===== src/csw_pkg.sv =====
// Shared constants and types for the core status and watchdog register bank.
package csw_pkg;

    // Register offsets on the special function register bus.
    localparam logic [7:0] CSW_ADDR_TA   = 8'hC7;
    localparam logic [7:0] CSW_ADDR_PSW  = 8'hD0;
    localparam logic [7:0] CSW_ADDR_WDC  = 8'hD8;
    localparam logic [7:0] CSW_ADDR_ACC  = 8'hE0;
    localparam logic [7:0] CSW_ADDR_EIE  = 8'hE8;
    localparam logic [7:0] CSW_ADDR_B    = 8'hF0;
    localparam logic [7:0] CSW_ADDR_EIP  = 8'hF8;

    // Program status word bit positions.
    localparam int PSW_CY  = 7;
    localparam int PSW_AC  = 6;
    localparam int PSW_F0  = 5;
    localparam int PSW_RS1 = 4;
    localparam int PSW_RS0 = 3;
    localparam int PSW_OV  = 2;
    localparam int PSW_F1  = 1;
    localparam int PSW_P   = 0;

    // Watchdog control bit positions.
    localparam int WDC_BAUD = 7;
    localparam int WDC_POR  = 6;
    localparam int WDC_WDT_IRQ_FLAG = 3;
    localparam int WDC_WDT_RESET_FLAG = 2;
    localparam int WDC_EWT  = 1;
    localparam int WDC_RWT  = 0;

    // Extended enable and priority layout: bit 4 watchdog, bits 3..0 pins 5..2.
    localparam int IRQ_WDT = 4;
    localparam logic [7:0] EIE_RSVD_ONES = 8'hE0;
    localparam logic [7:0] CSW_RST_BYTE  = 8'h00;

    // Timed access key bytes and window length.
    localparam logic [7:0] TA_KEY_FIRST  = 8'hAA;
    localparam logic [7:0] TA_KEY_SECOND = 8'h55;
    localparam int TA_WINDOW_MCYC = 3;
    localparam int CLKS_PER_MCYC  = 4;
    localparam logic [3:0] TA_WINDOW_CLKS = 4'(TA_WINDOW_MCYC * CLKS_PER_MCYC);

    // Clocks from watchdog timeout to watchdog reset request.
    localparam logic [9:0] WDT_RST_DELAY_CLKS = 10'd512;

    // Flag-affecting operations reported by the execution unit.
    typedef enum logic [3:0] {
        CSW_OP_NONE,
        CSW_OP_ADD,
        CSW_OP_ADDC,
        CSW_OP_SUBB,
        CSW_OP_MULDIV,
        CSW_OP_SETC,
        CSW_OP_CLRC,
        CSW_OP_CARRY
    } csw_op_t;

endpackage : csw_pkg


===== src/csw_sfr_bank.sv =====
// Core status word, operand and watchdog control special function registers.
// What this block does
// - Carry set from ALU carry out; also the one-bit accumulator for bit ops.
// - Nibble carry follows carry between nibbles on add, addc and subb.
// - Two user flags are plain software storage with no side effect.
// - Bank select picks working registers at 00h, 08h, 10h or 18h.
// - Overflow set when carry out of bit six differs from bit seven.
// - Parity flag always shows odd count of ones in primary operand.
// - Baud doubler bit doubles second serial port rate in modes 1-3.
// - Power-up flag set at power-up; cleared only by software write.
// - Watchdog timeout sets irq flag; software clears it.
// - Watchdog reset flag set by watchdog reset when enabled; power-fail clears.
// - Reset flag: 1 after watchdog, 0 after power resets, kept on external.
// - Reset enable cleared by power-on reset only.
// - Writing 1 to restart bit restarts the counter; bit clears itself.
// - Timeout raises irq if enabled; reset follows 512 clocks later if enabled.
// - External reset loads watchdog control with 0x000xx0 pattern.
// - Protected watchdog bits are writable only inside the timed window.
// - Extended enable holds watchdog and pin enables; top three bits read 1.
// - Extended priority holds levels; 0 low, 1 high.
// - Add, addc, subb update three flags; mul and div clear carry, take overflow from the core.
// - Set and clear carry force it; other carry ops write their result.
// - Primary and secondary operand registers are software accessible bytes.
`timescale 1ns/1ns
module csw_sfr_bank
    import csw_pkg::*;
(
    // Clock and external reset.
    input  wire logic             clk,
    input  wire logic             nrst,
    // Other reset causes from the reset controller, one-cycle pulses.
    input  wire logic             pwr_on_rst,
    input  wire logic             pwr_fail_rst,
    input  wire logic             wdt_rst,
    // Register port.
    input  wire logic [7:0]       reg_addr,
    input  wire logic [7:0]       reg_wdata,
    input  wire logic             reg_wr,
    input  wire logic             reg_rd,
    output logic      [7:0]       reg_rdata,
    // Execution unit flag and operand updates.
    input  wire csw_pkg::csw_op_t exe_op,
    input  wire logic [7:0]       exe_a,
    input  wire logic [7:0]       exe_b,
    input  wire logic             exe_carry,
    input  wire logic             exe_ov,
    input  wire logic             exe_acc_wr,
    input  wire logic [7:0]       exe_acc_data,
    input  wire logic             exe_b_wr,
    input  wire logic [7:0]       exe_b_data,
    // Status toward the core.
    output logic                  carry_flag,
    output logic                  parity_flag,
    output logic      [4:0]       bank_base,
    output logic      [7:0]       acc_value,
    output logic      [7:0]       b_value,
    output logic                  uart1_baud_x2,
    output logic      [4:0]       irq_enable,
    output logic      [4:0]       irq_level,
    // Watchdog counter side.
    input  wire logic             wdt_timeout,
    output logic                  wdt_counter_restart,
    output logic                  wdt_irq_req,
    output logic                  wdt_reset_req,
    output logic                  ta_window
);
    import csw_pkg::*;

    // Any reset source returns the ordinary registers to their reset values.
    logic any_rst;
    assign any_rst = !nrst || pwr_on_rst || pwr_fail_rst || wdt_rst;

    // Nine-bit sum used for both the full byte and the low nibble.
    function automatic logic [8:0] add_c(input logic [7:0] x, input logic [7:0] y,
                                         input logic cin);
        add_c = {1'b0, x} + {1'b0, y} + {8'h00, cin};
    endfunction : add_c

    // Bus decode.
    logic wr_psw, wr_wdc, wr_acc, wr_eie, wr_b, wr_eip;
    assign wr_psw = reg_wr && (reg_addr == CSW_ADDR_PSW);
    assign wr_wdc = reg_wr && (reg_addr == CSW_ADDR_WDC);
    assign wr_acc = reg_wr && (reg_addr == CSW_ADDR_ACC);
    assign wr_eie = reg_wr && (reg_addr == CSW_ADDR_EIE);
    assign wr_b   = reg_wr && (reg_addr == CSW_ADDR_B);
    assign wr_eip = reg_wr && (reg_addr == CSW_ADDR_EIP);

    // Timed access gate; the window survives nothing but runs on every reset source.
    logic ta_open;
    csw_ta_gate u_ta_gate (
        .clk         (clk),
        .rst_n       (!any_rst),
        .bus_addr    (reg_addr),
        .bus_wdata   (reg_wdata),
        .bus_wr      (reg_wr),
        .window_open (ta_open)
    );
    logic wr_wdc_prot;
    assign wr_wdc_prot = wr_wdc && ta_open;

    // Arithmetic flag results for the add and subtract family.
    logic       cy_r, ac_r, ov_r, f0_r, f1_r;
    logic [1:0] rs_r;
    logic [7:0] opnd_b;
    logic       arith_cin;
    logic [8:0] sum9;
    logic [8:0] nib9;
    logic       is_sub;
    assign is_sub    = (exe_op == CSW_OP_SUBB);
    assign opnd_b    = is_sub ? ~exe_b : exe_b;
    assign arith_cin = (exe_op == CSW_OP_ADD) ? 1'b0 : (is_sub ? !cy_r : cy_r);
    assign sum9      = add_c(exe_a, opnd_b, arith_cin);
    assign nib9      = add_c({4'h0, exe_a[3:0]}, {4'h0, opnd_b[3:0]}, arith_cin);

    logic cy_nxt, ac_nxt, ov_nxt;
    always_comb begin
        cy_nxt = cy_r;
        ac_nxt = ac_r;
        ov_nxt = ov_r;
        // A software write stands except in the flags that the core updates in the same cycle.
        if (wr_psw) begin
            cy_nxt = reg_wdata[PSW_CY];
            ac_nxt = reg_wdata[PSW_AC];
            ov_nxt = reg_wdata[PSW_OV];
        end
        case (exe_op)
            CSW_OP_ADD, CSW_OP_ADDC, CSW_OP_SUBB: begin
                cy_nxt = sum9[8] ^ is_sub;
                ac_nxt = nib9[4] ^ is_sub;
                ov_nxt = (exe_a[7] == opnd_b[7]) && (sum9[7] != exe_a[7]);
            end
            CSW_OP_MULDIV: begin
                cy_nxt = 1'b0;
                ov_nxt = exe_ov;
            end
            CSW_OP_SETC: begin
                cy_nxt = 1'b1;
            end
            CSW_OP_CLRC: begin
                cy_nxt = 1'b0;
            end
            CSW_OP_CARRY: begin
                cy_nxt = exe_carry;
            end
            CSW_OP_NONE: begin
                cy_nxt = cy_nxt;
            end
            default: begin
                cy_nxt = cy_r;
            end
        endcase
    end

    // Status word flags and fields.
    always_ff @(posedge clk) begin
        if (any_rst) begin
            cy_r <= 1'b0;
            ac_r <= 1'b0;
            ov_r <= 1'b0;
        end else begin
            cy_r <= cy_nxt;
            ac_r <= ac_nxt;
            ov_r <= ov_nxt;
        end
    end

    // User flags and bank select are pure storage.
    always_ff @(posedge clk) begin
        if (any_rst) begin
            f0_r <= 1'b0;
            f1_r <= 1'b0;
            rs_r <= 2'b00;
        end else if (wr_psw) begin
            f0_r <= reg_wdata[PSW_F0];
            f1_r <= reg_wdata[PSW_F1];
            rs_r <= {reg_wdata[PSW_RS1], reg_wdata[PSW_RS0]};
        end
    end

    // Operand registers; the core's result wins over a bus write in the same cycle.
    logic [7:0] acc_nxt;
    logic [7:0] b_nxt;
    always_comb begin
        acc_nxt = acc_value;
        b_nxt   = b_value;
        if (exe_acc_wr) begin
            acc_nxt = exe_acc_data;
        end else if (wr_acc) begin
            acc_nxt = reg_wdata;
        end
        if (exe_b_wr) begin
            b_nxt = exe_b_data;
        end else if (wr_b) begin
            b_nxt = reg_wdata;
        end
    end

    always_ff @(posedge clk) begin
        if (any_rst) begin
            acc_value   <= CSW_RST_BYTE;
            b_value     <= CSW_RST_BYTE;
            parity_flag <= 1'b0;
        end else begin
            acc_value   <= acc_nxt;
            b_value     <= b_nxt;
            parity_flag <= ^acc_nxt;
        end
    end

    // Carry and bank base mirror the status word so the core reads flops.
    always_ff @(posedge clk) begin
        if (any_rst) begin
            carry_flag <= 1'b0;
            bank_base  <= 5'h00;
        end else begin
            carry_flag <= cy_nxt;
            bank_base  <= wr_psw ? {reg_wdata[PSW_RS1], reg_wdata[PSW_RS0], 3'b000}
                                 : {rs_r, 3'b000};
        end
    end

    // Watchdog control. Bits outside the external-reset pattern keep their values.
    logic por_r, wdt_irq_flag_r, wdt_reset_flag_r, ewt_r;
    always_ff @(posedge clk) begin
        if (any_rst) begin
            uart1_baud_x2 <= 1'b0;
        end else if (wr_wdc) begin
            uart1_baud_x2 <= reg_wdata[WDC_BAUD];
        end
    end

    // Power-up flag: only a protected write clears it.
    always_ff @(posedge clk) begin
        if (pwr_on_rst) begin
            por_r <= 1'b1;
        end else if (wr_wdc_prot) begin
            por_r <= reg_wdata[WDC_POR];
        end
    end

    // Reset enable survives every reset but power-on.
    always_ff @(posedge clk) begin
        if (pwr_on_rst) begin
            ewt_r <= 1'b0;
        end else if (wr_wdc_prot) begin
            ewt_r <= reg_wdata[WDC_EWT];
        end
    end

    // Reset cause flag; external reset leaves it alone and software writes need no window.
    always_ff @(posedge clk) begin
        if (pwr_on_rst || pwr_fail_rst) begin
            wdt_reset_flag_r <= 1'b0;
        end else if (wdt_rst) begin
            wdt_reset_flag_r <= ewt_r;
        end else if (wr_wdc && nrst) begin
            wdt_reset_flag_r <= reg_wdata[WDC_WDT_RESET_FLAG];
        end
    end

    // Timeout flag: a timeout in the clearing cycle wins.
    always_ff @(posedge clk) begin
        if (any_rst) begin
            wdt_irq_flag_r <= 1'b0;
        end else if (wdt_timeout) begin
            wdt_irq_flag_r <= 1'b1;
        end else if (wr_wdc_prot) begin
            wdt_irq_flag_r <= reg_wdata[WDC_WDT_IRQ_FLAG];
        end
    end

    // Restart strobe reads back as the one-cycle pulse, so the bit clears itself.
    logic restart_req;
    assign restart_req = wr_wdc_prot && reg_wdata[WDC_RWT];
    always_ff @(posedge clk) begin
        if (any_rst) begin
            wdt_counter_restart <= 1'b0;
        end else begin
            wdt_counter_restart <= restart_req;
        end
    end

    // Delay from timeout to reset request; a restart cancels a pending reset.
    logic [9:0] rst_dly_r;
    always_ff @(posedge clk) begin
        if (any_rst) begin
            rst_dly_r     <= 10'd0;
            wdt_reset_req <= 1'b0;
        end else begin
            wdt_reset_req <= 1'b0;
            if (restart_req) begin
                rst_dly_r <= 10'd0;
            end else if (wdt_timeout && ewt_r && (rst_dly_r == 10'd0)) begin
                rst_dly_r <= WDT_RST_DELAY_CLKS;
            end else if (rst_dly_r != 10'd0) begin
                rst_dly_r <= rst_dly_r - 10'd1;
                if (rst_dly_r == 10'd1) begin
                    wdt_reset_req <= ewt_r;
                end
            end
        end
    end

    // Extended enable and priority registers.
    always_ff @(posedge clk) begin
        if (any_rst) begin
            irq_enable <= 5'h00;
            irq_level  <= 5'h00;
        end else begin
            if (wr_eie) begin
                irq_enable <= reg_wdata[4:0];
            end
            if (wr_eip) begin
                irq_level <= reg_wdata[4:0];
            end
        end
    end

    // Watchdog interrupt request follows the flag while it is enabled.
    always_ff @(posedge clk) begin
        if (any_rst) begin
            wdt_irq_req <= 1'b0;
        end else begin
            wdt_irq_req <= wdt_irq_flag_r && irq_enable[IRQ_WDT];
        end
    end

    always_ff @(posedge clk) begin
        if (any_rst) begin
            ta_window <= 1'b0;
        end else begin
            ta_window <= ta_open;
        end
    end

    // Read mux; data stands only in the cycle after the strobe, unmapped reads give zero.
    logic [7:0] rd_mux;
    always_comb begin
        rd_mux = 8'h00;
        case (reg_addr)
            CSW_ADDR_PSW: rd_mux = {cy_r, ac_r, f0_r, rs_r, ov_r, f1_r, parity_flag};
            CSW_ADDR_WDC: rd_mux = {uart1_baud_x2, por_r, 2'b00, wdt_irq_flag_r, wdt_reset_flag_r, ewt_r,
                                    wdt_counter_restart};
            CSW_ADDR_ACC: rd_mux = acc_value;
            CSW_ADDR_EIE: rd_mux = EIE_RSVD_ONES | {3'b000, irq_enable};
            CSW_ADDR_B:   rd_mux = b_value;
            CSW_ADDR_EIP: rd_mux = {3'b000, irq_level};
            default:      rd_mux = 8'h00;
        endcase
    end

    always_ff @(posedge clk) begin
        if (!nrst) begin
            reg_rdata <= 8'h00;
        end else begin
            reg_rdata <= reg_rd ? rd_mux : 8'h00;
        end
    end

endmodule : csw_sfr_bank


===== src/csw_ta_gate.sv =====
// Timed access key detector and protected-write window timer.
`timescale 1ns/1ns
module csw_ta_gate
    import csw_pkg::*;
(
    // Clock and reset.
    input  wire logic       clk,
    input  wire logic       rst_n,
    // Register bus write side.
    input  wire logic [7:0] bus_addr,
    input  wire logic [7:0] bus_wdata,
    input  wire logic       bus_wr,
    // Window state.
    output logic            window_open
);
    import csw_pkg::*;

    logic       armed_r;
    logic [3:0] win_cnt_r;
    logic [3:0] win_cnt_nxt;
    logic       key_write;

    assign key_write = bus_wr && (bus_addr == CSW_ADDR_TA);

    // The first key arms; any other write in between disarms, so the pair must be adjacent.
    always_ff @(posedge clk) begin
        if (!rst_n) begin
            armed_r <= 1'b0;
        end else if (bus_wr) begin
            armed_r <= key_write && (bus_wdata == TA_KEY_FIRST);
        end
    end

    // Window counts down from the second key write.
    always_comb begin
        win_cnt_nxt = win_cnt_r;
        if (key_write && armed_r && (bus_wdata == TA_KEY_SECOND)) begin
            win_cnt_nxt = TA_WINDOW_CLKS;
        end else if (win_cnt_r != 4'h0) begin
            win_cnt_nxt = win_cnt_r - 4'h1;
        end
    end

    always_ff @(posedge clk) begin
        if (!rst_n) begin
            win_cnt_r   <= 4'h0;
            window_open <= 1'b0;
        end else begin
            win_cnt_r   <= win_cnt_nxt;
            window_open <= (win_cnt_nxt != 4'h0);
        end
    end

endmodule : csw_ta_gate


===== config.mk =====
export PLATFORM = sky130hd
export DESIGN_NAME = csw_sfr_bank
export DESIGN_NICKNAME = d
export VERILOG_FILES = /design/src/csw_pkg.sv /design/src/csw_sfr_bank.sv /design/src/csw_ta_gate.sv
export SDC_FILE = /design/constraint.sdc
export NUM_CORES = 1
export LEC_CHECK = 0
export ABC_AREA = 1
export BUFFER_PORTS_ARGS = -buffer_cell sky130_fd_sc_hd__buf_2
export CAP_MARGIN = 30
export CORE_ASPECT_RATIO = 1.25
export CORE_UTILIZATION = 49
export CTS_BUF_LIST = sky130_fd_sc_hd__clkbuf_2
export CTS_CLUSTER_DIAMETER = 40
export DETAILED_ROUTE_END_ITERATION = 7
export PLACE_DENSITY = 0.76
export SLEW_MARGIN = 20
export SYNTH_ARGS = -nofsm -noshare
export SYNTH_HDL_FRONTEND = slang
export SYNTH_SLANG_ARGS = --single-unit

===== constraint.sdc =====
create_clock -name clk -period 1.9 [get_ports clk]
set_clock_uncertainty 0.1 [all_clocks]
set_input_delay 0 -clock clk [delete_from_list [all_inputs] [get_ports clk]]
set_output_delay 0 -clock clk [all_outputs]
set_load 0.02 [all_outputs]

==> results.toml <==
[run_status]
status = "finished clean"

[yosys]
synthFlopType = "dfxtp_1"
synth_edf_count = 0
synthArstFlopShare_pct = 0
synth_cells = 581
syn_area_mm2 = 0.003854
yosysSeqAreaShare_pct = 35.84
ys_warn_count = 0
postSynthAreaPerCell_um2 = 6.633
yosysUniqueCellTypes = 37
synth-seq-cells = 69

[placed_design]
place_ws_ns = -0.1126
io_buffers = 106
placed_cells = 791
globalplace.congestion = 0.8816
dp_hpwl_um = 8815

[worst_setup_path]
arrival_ns = 2.26
worst-setup-path-type = "in2reg"
r2r_slack_ns = 0.09
critPathRequiredTime_ns = 2.28
end_kind = "flip-flop"
cp_max_fo = 5
start_kind = "input port"
rr_worst_depth = 5

[routing]
dr_wl_met2_um = 6717
drt-pass1-iter-count = 6
met1_length_um = 5016
drt-initial-drc-count = 435
wl_met3_um = 1064
drc = 0
viasPerCell = 5.472
routedWlPerCell_um = 14.89
wirelength_um = 13480
top_layer = "met4"
ant_nets = 0
vias = 4952

[timing]
finalSetupViolCount = 0
worst_pin_slew_ns = 0.5624
slew_headroom_pct = 62.46
slew_violations = 0
worst_slack_ns = 0.02631
period_share_pct = 98.62
fmax_mhz = 533.7
hold_viol_final = 0
fin_crit_ns = 1.874
rsz0062_at_grt = "true"

[layout]
fin_util_pct = 76.98
nets = 883
antenna_cells = 0
area_delta_synth_final_pct = 49.58
instances_no_fill = 905
layout-drive-gt1-share_pct = 23.86

[grt]
grt_overflow = 0
antenna_found_initial = 0
grt_pass1_vias = 4664
grt_usage_pct = 32.54
grt_first_pass_wirelength_um = 20510
grt_max_degree = 25

[floorplanning]
die_w_um = 81.32
fp.coreArea_mm2 = 0.007488
start_util_pct = 51.46
rows = 35
io_pins = 110
die_area_mm2 = 0.008226
die_h_um = 101.2

[pwr]
vdd_ir_drop_max_uv = 276.8
p_per_area_mw_per_mm2 = 486.7
power_leakage_nw = 2.788

[clock_tree]
clock_path_buffers = 2
clkLatencyLatePin_ns = 0.53
cts.sinks = 69
cts_root_buf = "clkbuf_2"
htree_levels = 3
cts_tree = "done"
cts.clk_slew.worst_paths_ns = 0.21
cts_buffers = 9

[worst_hold_path]
hp-class = "in2reg"
holdPathStages = 5

[flow_run]
max-cap-violations = 0
-- per-layer routing --
metal	vias to the layer above	track usage (%)
met2	286	57.69
li1	2357	-
met4	0	17.45
met1	2241	35.69
met5	-	0
met3	68	6.667
-- cell usage after synthesis (2+ instances only) --
library cell / number / area share, %
a211oi_1: 6 / 1.2
ha_1: 11 / 3.6
xor2_1: 2 / 0.45
buf_1: 2 / 0.19
nor2_1: 54 / 5.3
o21ai_0: 42 / 5.5
nor3_1: 15 / 1.9
buf_2: 2 / 0.26
inv_1: 61 / 5.9
clkbuf_1: 9 / 0.88
a31oi_1: 13 / 2.1
a221oi_1: 2 / 0.45
xnor2_1: 9 / 2.0
nor4_1: 3 / 0.49
inv_2: 6 / 0.58
nand4_1: 10 / 1.6
nor3_4: 3 / 1.3
nand2_1: 166 / 16
or2_2: 9 / 1.5
buf_4: 5 / 0.97
nand2_2: 3 / 0.49
a21oi_1: 41 / 5.3
dfxtp_1: 69 / 36
nand3_1: 25 / 3.2
-- cell families after synthesis --
logic type | count (synthesis) | share of synthesized area (%)
and+or+nand+nor | 293 | 33.05
AOI/OAI and AO/OA | 111 | 16.10
buffers and inverters | 85 | 8.831
DFF | 69 | 35.84
xor gates and xnor gates | 11 | 2.500
adders and majority gates | 11 | 3.571
other | 1 | 0.09731
-- worst max-delay path, cell delays in order --
cell and delay, ns:
dlygate4sd3_1 0.52, buf_2 0.19, inv_1 0.13, nand2_1 0.08, o21ai_0 0.07, dlygate4sd3_1 0.57
a21oi_1 0.14, dlygate4sd3_1 0.55
-- power by group --
group          internal (W)  total, W  leakage [nW]  switching, W
registers           0.00146   0.00147         0.557    0.00000749
logic              0.000286  0.000574          2.18      0.000288
clock network      0.000173  0.000766        0.0524      0.000593
-- metrics by stage --
| step | power (W) | setup TNS, ns | hold WS, ns | instance area, µm² |
|---|---|---|---|---|
| finish | 0.002806 | 0 | 0.002924 | 5764 |
| global route | 0.002913 | -0.05916 | -0.03432 | 5764 |
| CTS | 0.002755 | 0 | 0.0006418 | 5658 |
| detailed placement | 0.001911 | -0.2195 | 0.1231 | 4653 |
| global placement | 0.001899 | -0.01999 | 0.1196 | 4653 |
| floorplan | 0.001732 | 0 | -0.02153 | 3861 |
-- registers in the layout, summed over array words and instances (netlist names), 2 cells and up --
register and flops:
rst_dly_r 10, acc_value 8, b_value 8, reg_rdata 8
irq_enable 5, irq_level 5, u_ta_gate.win_cnt_r 4, bank_base 2
rs_r 2
-- cells in the final DEF, fill, tap and decap left out, types with 2 or more instances in the layout --
cell type,instances
dfxtp_1,68
a21oi_1,38
nand3_1,25
nor2_2,3
dlygate4sd3_1,94
nand4_1,10
conb_1,3
nor4_1,2
a221oi_1,2
nor3_4,3
o21ai_0,41
clkbuf_2,9
inv_2,9
a31oi_1,13
buf_2,106
a21oi_2,3
or2_2,9
nand2_2,3
buf_4,30
ha_1,11
inv_1,58
nand2_1,165
buf_12,2
nor3_1,12
xor2_1,2
clkinvlp_4,3
nor2_1,52
nor3_2,3
inv_6,2
xnor2_1,9
a211oi_1,6
-- area by class of cell --
type | count | area [µm²]
inverter | 67 | 251.5
sequential | 69 | 1383
timing repair buffer | 232 | 1737
tap | 92 | 115.1
clock buffer | 9 | 45.04
clock inverter | 7 | 48.80
fill | 521 | 1724
multi-input combinational | 429 | 2185
-- timing repair --
| item | 4_1_cts | 5_1_grt |
|---|---|---|
| hold buffers | 91 | 4 |
| setup endpoints to repair | 0 | 18 |
| gates resized for setup | 0 | 16 |
| endpoints found under the hold margin | 66 | 4 |
| setup buffers | 0 | 4 |
-- final timing paths --
check,from,endpoint
worst min-delay path,reg_addr[5],reg_rdata[6]
worst max register to register,irq_enable[3],reg_rdata[3]
worst max-delay path,reg_wdata[1],b_value[1]
worst min register to register,f0_r,f0_r
Power figures use the tool's default switching activity.
